`src/sm_defs.svh`:
```
// Constants of the supply monitor flag logic: SFR address, field positions,
// reset value, trip codes and timing counts. Assumes a 100 MHz core clock.
//
// Function
// - Digital trip select picks threshold: 00 4.63 V, 01 3.08 V, 10 2.93 V, 11 2.63 V.
// - Analog trip select uses the same four codes and thresholds.
// - Bit 7 is read-only, live digital comparator state, 1 means supply healthy.
// - Bit 6 is read-only, live analog comparator state, 1 means supply healthy.
// - Flag bit 5 sets whenever either filtered comparator output is low while enabled.
// - Both outputs high and staying high start 250 ms timer; expiry clears flag.
// - Software may write the flag; clearing fails while either comparator is low.
// - Enable bit 0 runs the monitor; writing 0 disables it.
// - Flag reaches the core as interrupt only when its enable is set.
// - Short comparator glitches are filtered and never set the flag.
// - Control register reads 0xde after power-on; not bit addressable.
// - Layout: 7 digital ok, 6 analog ok, 5 flag, 4:3 dsel, 2:1 asel, 0 enable.
`ifndef SM_DEFS_SVH
`define SM_DEFS_SVH

`define SM_CTRL_ADDR 8'hdf
`define SM_CTRL_RESET 8'hde

`define SM_BIT_DIG_OK 7
`define SM_BIT_ANA_OK 6
`define SM_BIT_FLAG 5
`define SM_DSEL_HI 4
`define SM_DSEL_LO 3
`define SM_ASEL_HI 2
`define SM_ASEL_LO 1
`define SM_BIT_EN 0

// Trip codes, shared by both rails
`define SM_TRIP_4V63 2'h0
`define SM_TRIP_3V08 2'h1
`define SM_TRIP_2V93 2'h2
`define SM_TRIP_2V63 2'h3

`define SM_CLK_MHZ 100
`define SM_HOLD_MS 250
`define SM_HOLD_CYCLES (`SM_HOLD_MS * `SM_CLK_MHZ * 1000)
`define SM_GLITCH_NS 1000
`define SM_GLITCH_CYCLES ((`SM_GLITCH_NS * `SM_CLK_MHZ + 999) / 1000)

`endif

```
`src/sm_pkg.sv`:
```
// Types of the supply monitor flag logic.
// Assumes nothing of its surroundings.
package sm_pkg;

   // Core SFR access, one request per cycle
   typedef struct packed {
      logic [7:0] addr;
      logic wr;
      logic rd;
      logic [7:0] wdata;
   } sm_sfr_req_t;

   // Writable and sticky part of the control register
   typedef struct packed {
      logic flag;
      logic [1:0] dsel;
      logic [1:0] asel;
      logic en;
   } sm_ctrl_t;

   typedef struct packed {
      logic dig_smp;
      logic ana_smp;
      sm_ctrl_t ctrl;
      logic [7:0] rdata;
      logic irq;
   } sm_top_state_t;

   typedef struct packed {
      logic stable;
      logic [6:0] cnt;
   } sm_filt_state_t;

   typedef struct packed {
      logic [24:0] cnt;
      logic expire;
   } sm_tmr_state_t;

endpackage

```
`src/sm_glitch_filter.sv`:
```
// Glitch filter: a comparator level is accepted only after it has held
// for FILT_CYCLES clocks. Input is already registered in the core domain.
`timescale 1ns/1ps
`include "sm_defs.svh"

module sm_glitch_filter
   import sm_pkg::*;
#(
   parameter int unsigned FILT_CYCLES = `SM_GLITCH_CYCLES
)
(
   input wire logic clk_in,
   input wire logic rst_n_in,
   input wire logic en_in,
   input wire logic level_in,
   output logic level_out
);

   sm_filt_state_t state_r;
   sm_filt_state_t state_nxt;

   always_comb
   begin
      state_nxt = state_r;
      if (!en_in)
      begin
         state_nxt.stable = 1'b1;
         state_nxt.cnt = 7'h00;
      end
      else if (level_in == state_r.stable)
      begin
         state_nxt.cnt = 7'h00;
      end
      else if (state_r.cnt == 7'(FILT_CYCLES - 1))
      begin
         state_nxt.stable = level_in;
         state_nxt.cnt = 7'h00;
      end
      else
      begin
         state_nxt.cnt = state_r.cnt + 7'h01;
      end
   end

   always_ff @(posedge clk_in)
   begin
      if (!rst_n_in)
      begin
         state_r <= '{stable: 1'b1, cnt: 7'h00};
      end
      else
      begin
         state_r <= state_nxt;
      end
   end

   assign level_out = state_r.stable;
endmodule // sm_glitch_filter

```
`src/sm_hold_timer.sv`:
```
// Recovery timer: counts while run_in is high, pulses expire_out once
// every HOLD_CYCLES clocks. Dropping run_in discards the count.
`timescale 1ns/1ps
`include "sm_defs.svh"

module sm_hold_timer
   import sm_pkg::*;
#(
   parameter int unsigned HOLD_CYCLES = `SM_HOLD_CYCLES
)
(
   input wire logic clk_in,
   input wire logic rst_n_in,
   input wire logic run_in,
   output logic expire_out
);

   sm_tmr_state_t state_r;
   sm_tmr_state_t state_nxt;

   always_comb
   begin
      state_nxt = state_r;
      state_nxt.expire = 1'b0;
      if (!run_in)
      begin
         state_nxt.cnt = 25'h0000000;
      end
      else if (state_r.cnt == 25'(HOLD_CYCLES - 1))
      begin
         state_nxt.cnt = 25'h0000000;
         state_nxt.expire = 1'b1;
      end
      else
      begin
         state_nxt.cnt = state_r.cnt + 25'h0000001;
      end
   end

   always_ff @(posedge clk_in)
   begin
      if (!rst_n_in)
      begin
         state_r <= '{cnt: 25'h0000000, expire: 1'b0};
      end
      else
      begin
         state_r <= state_nxt;
      end
   end

   assign expire_out = state_r.expire;
endmodule // sm_hold_timer

```
`src/sm_supply_monitor.sv`:
```
// Supply monitor flag logic: control SFR, comparator sampling, sticky
// low-supply flag with 250 ms recovery, interrupt request to the core.
// Assumes comparator outputs and SFR requests are synchronous to CLK_IN.
`timescale 1ns/1ps
`include "sm_defs.svh"

module sm_supply_monitor
   import sm_pkg::*;
#(
   parameter int unsigned HOLD_CYCLES = `SM_HOLD_CYCLES
)
(
   input wire logic CLK_IN,
   input wire logic RST_N_IN,
   input wire sm_sfr_req_t SFR_REQ_IN,
   input wire logic DIGITAL_CMP_IN,
   input wire logic ANALOG_CMP_IN,
   input wire logic IRQ_ENABLE_IN,
   output logic [7:0] SFR_RDATA_OUT,
   output logic IRQ_OUT,
   output logic [1:0] DIGITAL_TRIP_SEL_OUT,
   output logic [1:0] ANALOG_TRIP_SEL_OUT,
   output logic MONITOR_EN_OUT
);

   // ==========================================================
   // State and helpers
   // ==========================================================
   sm_top_state_t state_r;
   sm_top_state_t state_nxt;

   logic dig_filt;
   logic ana_filt;
   logic hold_expire;
   logic hold_run;
   logic wr_hit;
   logic rd_hit;
   logic rails_low;
   logic set_evt;
   logic dig_live;
   logic ana_live;
   logic [7:0] ctrl_byte;

   localparam sm_top_state_t RESET_STATE = '{
      dig_smp: 1'b1,
      ana_smp: 1'b1,
      ctrl: '{
         flag: 1'(`SM_CTRL_RESET >> `SM_BIT_FLAG),
         dsel: 2'(`SM_CTRL_RESET >> `SM_DSEL_LO),
         asel: 2'(`SM_CTRL_RESET >> `SM_ASEL_LO),
         en: 1'(`SM_CTRL_RESET >> `SM_BIT_EN)
      },
      rdata: 8'h00,
      irq: 1'b0
   };

   // ==========================================================
   // Glitch filters and recovery timer
   // ==========================================================
   sm_glitch_filter u_dig_filt
   (
      .clk_in(CLK_IN),
      .rst_n_in(RST_N_IN),
      .en_in(state_r.ctrl.en),
      .level_in(state_r.dig_smp),
      .level_out(dig_filt)
   );

   sm_glitch_filter u_ana_filt
   (
      .clk_in(CLK_IN),
      .rst_n_in(RST_N_IN),
      .en_in(state_r.ctrl.en),
      .level_in(state_r.ana_smp),
      .level_out(ana_filt)
   );

   // Count only while flag is up and both rails read healthy
   assign hold_run = state_r.ctrl.en && state_r.ctrl.flag && !rails_low;

   sm_hold_timer #(.HOLD_CYCLES(HOLD_CYCLES)) u_hold
   (
      .clk_in(CLK_IN),
      .rst_n_in(RST_N_IN),
      .run_in(hold_run),
      .expire_out(hold_expire)
   );

   // ==========================================================
   // Next state
   // ==========================================================
   always_comb
   begin
      wr_hit = SFR_REQ_IN.wr && (SFR_REQ_IN.addr == `SM_CTRL_ADDR);
      rd_hit = SFR_REQ_IN.rd && (SFR_REQ_IN.addr == `SM_CTRL_ADDR);
      // Raw or filtered low blocks a software clear
      rails_low = state_r.ctrl.en &&
                  (!dig_filt || !ana_filt || !state_r.dig_smp || !state_r.ana_smp);
      set_evt = state_r.ctrl.en && (!dig_filt || !ana_filt);
      // Comparators are off while disabled, bits then read healthy
      dig_live = state_r.ctrl.en ? state_r.dig_smp : 1'b1;
      ana_live = state_r.ctrl.en ? state_r.ana_smp : 1'b1;
      ctrl_byte = {dig_live, ana_live, state_r.ctrl.flag, state_r.ctrl.dsel,
                   state_r.ctrl.asel, state_r.ctrl.en};

      state_nxt = state_r;
      state_nxt.dig_smp = DIGITAL_CMP_IN;
      state_nxt.ana_smp = ANALOG_CMP_IN;

      if (hold_expire)
      begin
         state_nxt.ctrl.flag = 1'b0;
      end
      if (wr_hit)
      begin
         state_nxt.ctrl.dsel = SFR_REQ_IN.wdata[`SM_DSEL_HI:`SM_DSEL_LO];
         state_nxt.ctrl.asel = SFR_REQ_IN.wdata[`SM_ASEL_HI:`SM_ASEL_LO];
         state_nxt.ctrl.en = SFR_REQ_IN.wdata[`SM_BIT_EN];
         if (SFR_REQ_IN.wdata[`SM_BIT_FLAG])
         begin
            state_nxt.ctrl.flag = 1'b1;
         end
         else if (!rails_low)
         begin
            state_nxt.ctrl.flag = 1'b0;
         end
      end
      // Hardware set wins over any clear in the same cycle
      if (set_evt)
      begin
         state_nxt.ctrl.flag = 1'b1;
      end

      state_nxt.rdata = rd_hit ? ctrl_byte : 8'h00;
      state_nxt.irq = state_r.ctrl.flag && IRQ_ENABLE_IN;
   end

   always_ff @(posedge CLK_IN)
   begin
      if (!RST_N_IN)
      begin
         state_r <= RESET_STATE;
      end
      else
      begin
         state_r <= state_nxt;
      end
   end

   // ==========================================================
   // Outputs
   // ==========================================================
   assign SFR_RDATA_OUT = state_r.rdata;
   assign IRQ_OUT = state_r.irq;
   assign DIGITAL_TRIP_SEL_OUT = state_r.ctrl.dsel;
   assign ANALOG_TRIP_SEL_OUT = state_r.ctrl.asel;
   assign MONITOR_EN_OUT = state_r.ctrl.en;
endmodule // sm_supply_monitor

```
`config.mk`:
```
export PLATFORM = sky130hd
export DESIGN_NAME = sm_supply_monitor
export DESIGN_NICKNAME = d
export VERILOG_FILES = /design/src/sm_pkg.sv /design/src/sm_glitch_filter.sv /design/src/sm_hold_timer.sv /design/src/sm_supply_monitor.sv
export VERILOG_INCLUDE_DIRS = /design/src
export SDC_FILE = /design/constraint.sdc
export NUM_CORES = 1
export LEC_CHECK = 0
export CAP_MARGIN = 20
export CORE_MARGIN = 2
export CORE_UTILIZATION = 50
export CTS_CLUSTER_DIAMETER = 40
export DETAILED_ROUTE_END_ITERATION = 7
export DONT_BUFFER_PORTS = 1
export PLACE_DENSITY_LB_ADDON = 0.08
export SKIP_LAST_GASP = 1
export SLEW_MARGIN = 20
export SYNTH_ARGS = -nofsm -noshare
export SYNTH_HDL_FRONTEND = slang
export SYNTH_SLANG_ARGS = --single-unit
```
`constraint.sdc`:
```
create_clock -name CLK_IN -period 2.1 [get_ports CLK_IN]
set_input_delay 0.315 -clock CLK_IN [delete_from_list [all_inputs] [get_ports CLK_IN]]
set_output_delay 0.315 -clock CLK_IN [all_outputs]
set_load 0.1 [all_outputs]
```
# Word level (Yosys, flattened, before mapping)
# Index checks and enable logic that the tools add are counted.
# word_totals
ff_bits	59
input_bits	23
out_inout_bits	14
elab_cells	59
# classes
n_addsub	3
eq_ne	6
n_mux	8
n_bitwise	5
n_reduce_logical	23
# ops
cell	count
25-bit by 1-bit adder with 25-bit output, second input constant	1
25-bit equality test, second input constant	1
7-bit by 1-bit adder with 7-bit output, second input constant	2
7-bit equality test, second input constant	2
2-bit AND reduction	5
8-bit equality test, second input constant	1
4-bit OR reduction	2
1-bit logical AND	7
1-bit two-way mux	7
6-bit two-way mux	1
1-bit logical NOT	5
1-bit inverter	5
1-bit logical OR	3
3-bit OR reduction	1
1-bit equality test	2

# Depth between registers and ports, before layout
# logic_depth
depth_word	9
depth_mapped	6
depth_no_buf	5

# Hierarchy
# A second synthesis with hierarchy kept.
# unflattened
cells_unflattened	284
area_unflattened_um2	2663.8
# by_module_without_submodules
mod	instances	cells_each	area_per_inst_um2	seq_area_each_um2
sm_hold_timer	1	140	1238.7	520.5
sm_glitch_filter	2	38	360.3	160.2
sm_supply_monitor	1	68	704.4	340.3

# Worst setup path before layout
# Ideal clock, no wire load.
# synth_path
kind	reg2reg
start	reg u_hold.state_r[1] in the netlist's numbering
end	reg u_hold.state_r[25] in the netlist's numbering
setup_time_ns	0.070
arrival_time_ns	1.735
required_ns	2.030
path_slack_ns	0.295
path_stages_with_launch	7
n_path_buf	1
period_less_slack_ns	1.805
path_cell_list	dfxtp_1 ha_1 nand2_1 or3_1 buf_2 or4_1 a21oi_1
# synth_via
elab_chain_cells	2
elab_cells_between_ends	3
classes_between	add/sub: 1; eq/ne: 1; reduce/logical: 1
# synth_lines
item	line_no	text
from (decl)	sm_hold_timer.sv:18	sm_tmr_state_t state_r;
from (signal assigned)	sm_hold_timer.sv:44	state_r <= '{cnt: 25'h0000000, expire: 1'b0};
from (signal assigned)	sm_hold_timer.sv:48	state_r <= state_nxt;
branches (longest 2 deep; another with 25-bit by 1-bit adder with 25-bit output)	-	
# Several ways; the timed one is not identified.
# A chain may end at the register's enable or synchronous reset.

# Worst setup path after layout
# Same ends and word-level chain as after synthesis.

==> flow_metrics.py <==
metrics = {
    "place": {
        "hpwl_microns": 2870,
        "gp_congestion": 0.742,
        "post-place-cells": 322,
        "post_dp_cell_area_sq_um": 2570,
        "port_buffers": 0,
    },
    "synthesis": {
        "yosysWarnings": 0,
        "synth_compound_area_frac": 0.0701,
        "synthSimpleGateAreaFrac": 0.267,
        "yosys_most_used_dff": "dfxtp_1",
        "yosys-top-cells-count": "dfxtp_1, nor2_1, nand2_1, xnor2_1",
        "syn-instance-count": 258,
        "synth_nets": 284,
        "synth_top_family_by_area": "simple AND/OR/NAND/NOR gates",
        "synthArstFlopShare": 0,
        "synth_area_leaders": "dfxtp_1, xnor2_1, nor2_1, xor2_1, nand4_1",
        "synth_fa_ha_area_frac": 0.0156,
        "ys_ff_latch": 59,
        "yosys.area.top_type": "dfxtp_1",
        "netlist_area_sq_um": 2410,
        "muxShareOfSynthArea": 0.0208,
        "yosysMostFrequentCell": "dfxtp_1",
        "synth-seq-area-share": 0.490,
        "synth_xor_area_frac": 0.0944,
        "synth_enable_flop_cells": 0,
        "synth_area_per_cell_sq_um": 9.35,
        "synthDistinctLibCells": 36,
        "synth_top_area_frac": 0.490,
    },
    "critical_path": {
        "crit_path_top_delay_cell": "or3_1",
        "required_ns": 2.37,
        "cp.arrival_ns": 2.18,
        "worstRegToRegCells": 5,
        "crit_path_cell_trace": "ha_1 > nand2_1 > or3_1 > or4_1 > a21oi_1",
        "reg2reg_to": "u_hold.state_r[25]",
        "end_kind": "flop",
        "slowest_delay_ns": 0.51,
        "start_kind": "flop",
        "worstPathMaxFanout": 10,
        "regToRegStartpoint": "u_hold.state_r[1]",
        "critical_path_class": "reg -> reg",
        "r2r_setup_slack_ns": 0.19,
    },
    "sta": {
        "slew_viol_final": 0,
        "worst_clock_skew_ns": 0.00848,
        "setup_viol_count_final": 0,
        "final-hold-violation-count": 0,
        "maxSlewHeadroom": 0.561,
        "rsz0062_at_grt": "false",
        "tns_ns": 0,
        "layout_worst_path_cycle_share": 0.909,
        "fmax_ghz": 0.524,
        "period_minus_slack_ns": 1.91,
        "worst_slew_pin_slew_ns": 0.653,
    },
    "cts": {
        "cts.sinks": 59,
        "post_cts_buffers": 0,
        "numCtsBuffers": 9,
        "clk_path_buf_depth": 2,
        "clk_pin_slew_ns": 0.07,
        "htreeDepth": 3,
        "cts_tree": "built",
        "cts_root_buf": "clkbuf_8",
        "post_cts_resized": 0,
        "ctsHoldBuffers": 0,
        "clkLatencyLatePin_ns": 0.33,
    },
    "final_layout": {
        "finalNetCount": 305,
        "final_area_sq_um": 2790,
        "utilization": 0.594,
        "final_cell_count_no_fill": 338,
        "drive_gt1_frac": 0.148,
        "antenna_cells": 0,
        "nFillCells": 409,
        "syn_to_final_growth_pct": 15.6,
    },
    "floorplan": {
        "dieArea_sq_um": 5390,
        "start_util": 0.514,
        "fp.dieW_microns": 73.4,
        "rows": 25,
        "coreArea_sq_um": 4690,
        "ios": 37,
        "die_y_microns": 73.4,
    },
    "global_route": {
        "antenna_found_initial": 0,
        "overflow": 0,
        "grt_pass1_wl_microns": 6880,
        "first_global_vias": 1603,
        "grt_use_total": 0.167,
        "grt_max_degree": 16,
    },
    "drt": {
        "vias": 1798,
        "routed_wl_microns": 4130,
        "first_iter_violations": 38,
        "drc": 0,
        "avgRoutedWirePerCell_microns": 12.2,
        "via_per_inst": 5.32,
        "ant_nets": 0,
        "first_pass_iters": 4,
    },
    "run": {
        "drv_cap": 0,
    },
    "min_path": {
        "holdPathEnd": "ANALOG_TRIP_SEL_OUT[1]",
        "hold_start": "RST_N_IN",
        "holdCritPathClass": "in -> reg",
        "whs_path_depth": 1,
    },
    "power": {
        "power.total_mw": 2.20,
        "powerDensity_nw_per_um2": 791,
        "vdd_drop_max_uv": 379,
        "p_leak_nw": 0.961,
    },
    "status": {
        "status": "complete, no violations",
    },
}
[worst max-delay path by stage]
stage	from	endpoint	slack, ns
3_3_place_gp	u_hold.state_r[1]	u_hold.state_r[25]	0.24
2_1_floorplan	u_hold.state_r[1]	u_hold.state_r[25]	0.29
3_5_place_dp	u_hold.state_r[1]	u_hold.state_r[25]	0.19
5_1_grt	u_hold.state_r[1]	u_hold.state_r[25]	0.06
4_1_cts	u_hold.state_r[1]	u_hold.state_r[25]	0.17
6_report	u_hold.state_r[1]	u_hold.state_r[25]	0.19
[power breakdown]
| part | internal, mW | switching (mW) | total [mW] |
|---|---|---|---|
| sequential | 1.12 | 0.00199 | 1.12 |
| clock | 0.640 | 0.428 | 1.07 |
| combinational | 0.00514 | 0.00712 | 0.0123 |
[area by class of cell]
| type | instances | area [sq um] | area share |
|---|---|---|---|
| multi-input cells | 179 | 1130 | 0.407 |
| repair buffers | 21 | 158 | 0.0566 |
| well taps | 54 | 67.6 | 0.0242 |
| clock inverters | 4 | 47.5 | 0.0171 |
| inverters | 9 | 33.8 | 0.0121 |
| flip-flops and latches | 59 | 1180 | 0.424 |
| clock buffers | 12 | 165 | 0.0593 |
[per-stage QoR]
step | setup slack (ns) | hold WS, ns
floorplan | 0.295 | 0.388
global placement | 0.242 | 0.381
detailed placement | 0.190 | 0.383
CTS | 0.170 | 0.0294
global route | 0.0642 | 0.0316
finish | 0.190 | 0.0487
[placed cells by master (no fill, tap or decap), drive strengths merged, types with 7 or more instances in the layout]
cell type and count:
o31ai 7, or3 7, clkbuf 12, nand2 17
nor3 7, nand3 12, nor2 32, xnor2 17
buf 21, nand4 12, a21oi 9, inv 9
xor2 9, dfxtp 59
[logic make-up after synthesis]
kind of cell | Yosys count
compound gates | 26
mux | 5
xor+xnor | 26
buf+inv | 20
fa+ha+maj | 3
flops | 59
simple gates | 119
[metal layers]
metal | track usage | vias up | wire length [microns]
met1 | 0.206 | 808 | 2000
met3 | 0.0480 | 8 | 176
met5 | 0 | - | 0
met4 | 0.103 | 0 | 74
li1 | - | 947 | -
met2 | 0.257 | 35 | 1880
[worst max-delay path, delay by kind of cell (launching register included)]
family                   cells  cell delay, ns
AO/OA/AOI/OAI                1            0.16
adder cells (fa/ha/maj)      1            0.22
flip-flops                   1            0.37
AND/OR/NAND/NOR              3            1.10
[registers in the layout, summed over array words and instances (netlist names)]
| signal | cells |
|---|---|
| u_ana_filt.state_r | 7 |
| DIGITAL_TRIP_SEL_OUT | 2 |
| ctrl_byte | 1 |
| MONITOR_EN_OUT | 1 |
| u_hold.state_r | 25 |
| u_ana_filt.level_out | 1 |
| state_r | 2 |
| ANALOG_TRIP_SEL_OUT | 2 |
| SFR_RDATA_OUT | 8 |
| IRQ_OUT | 1 |
| u_hold.expire_out | 1 |
| u_dig_filt.level_out | 1 |
| u_dig_filt.state_r | 7 |
No activity file was read; power rests on OpenSTA's default activity.
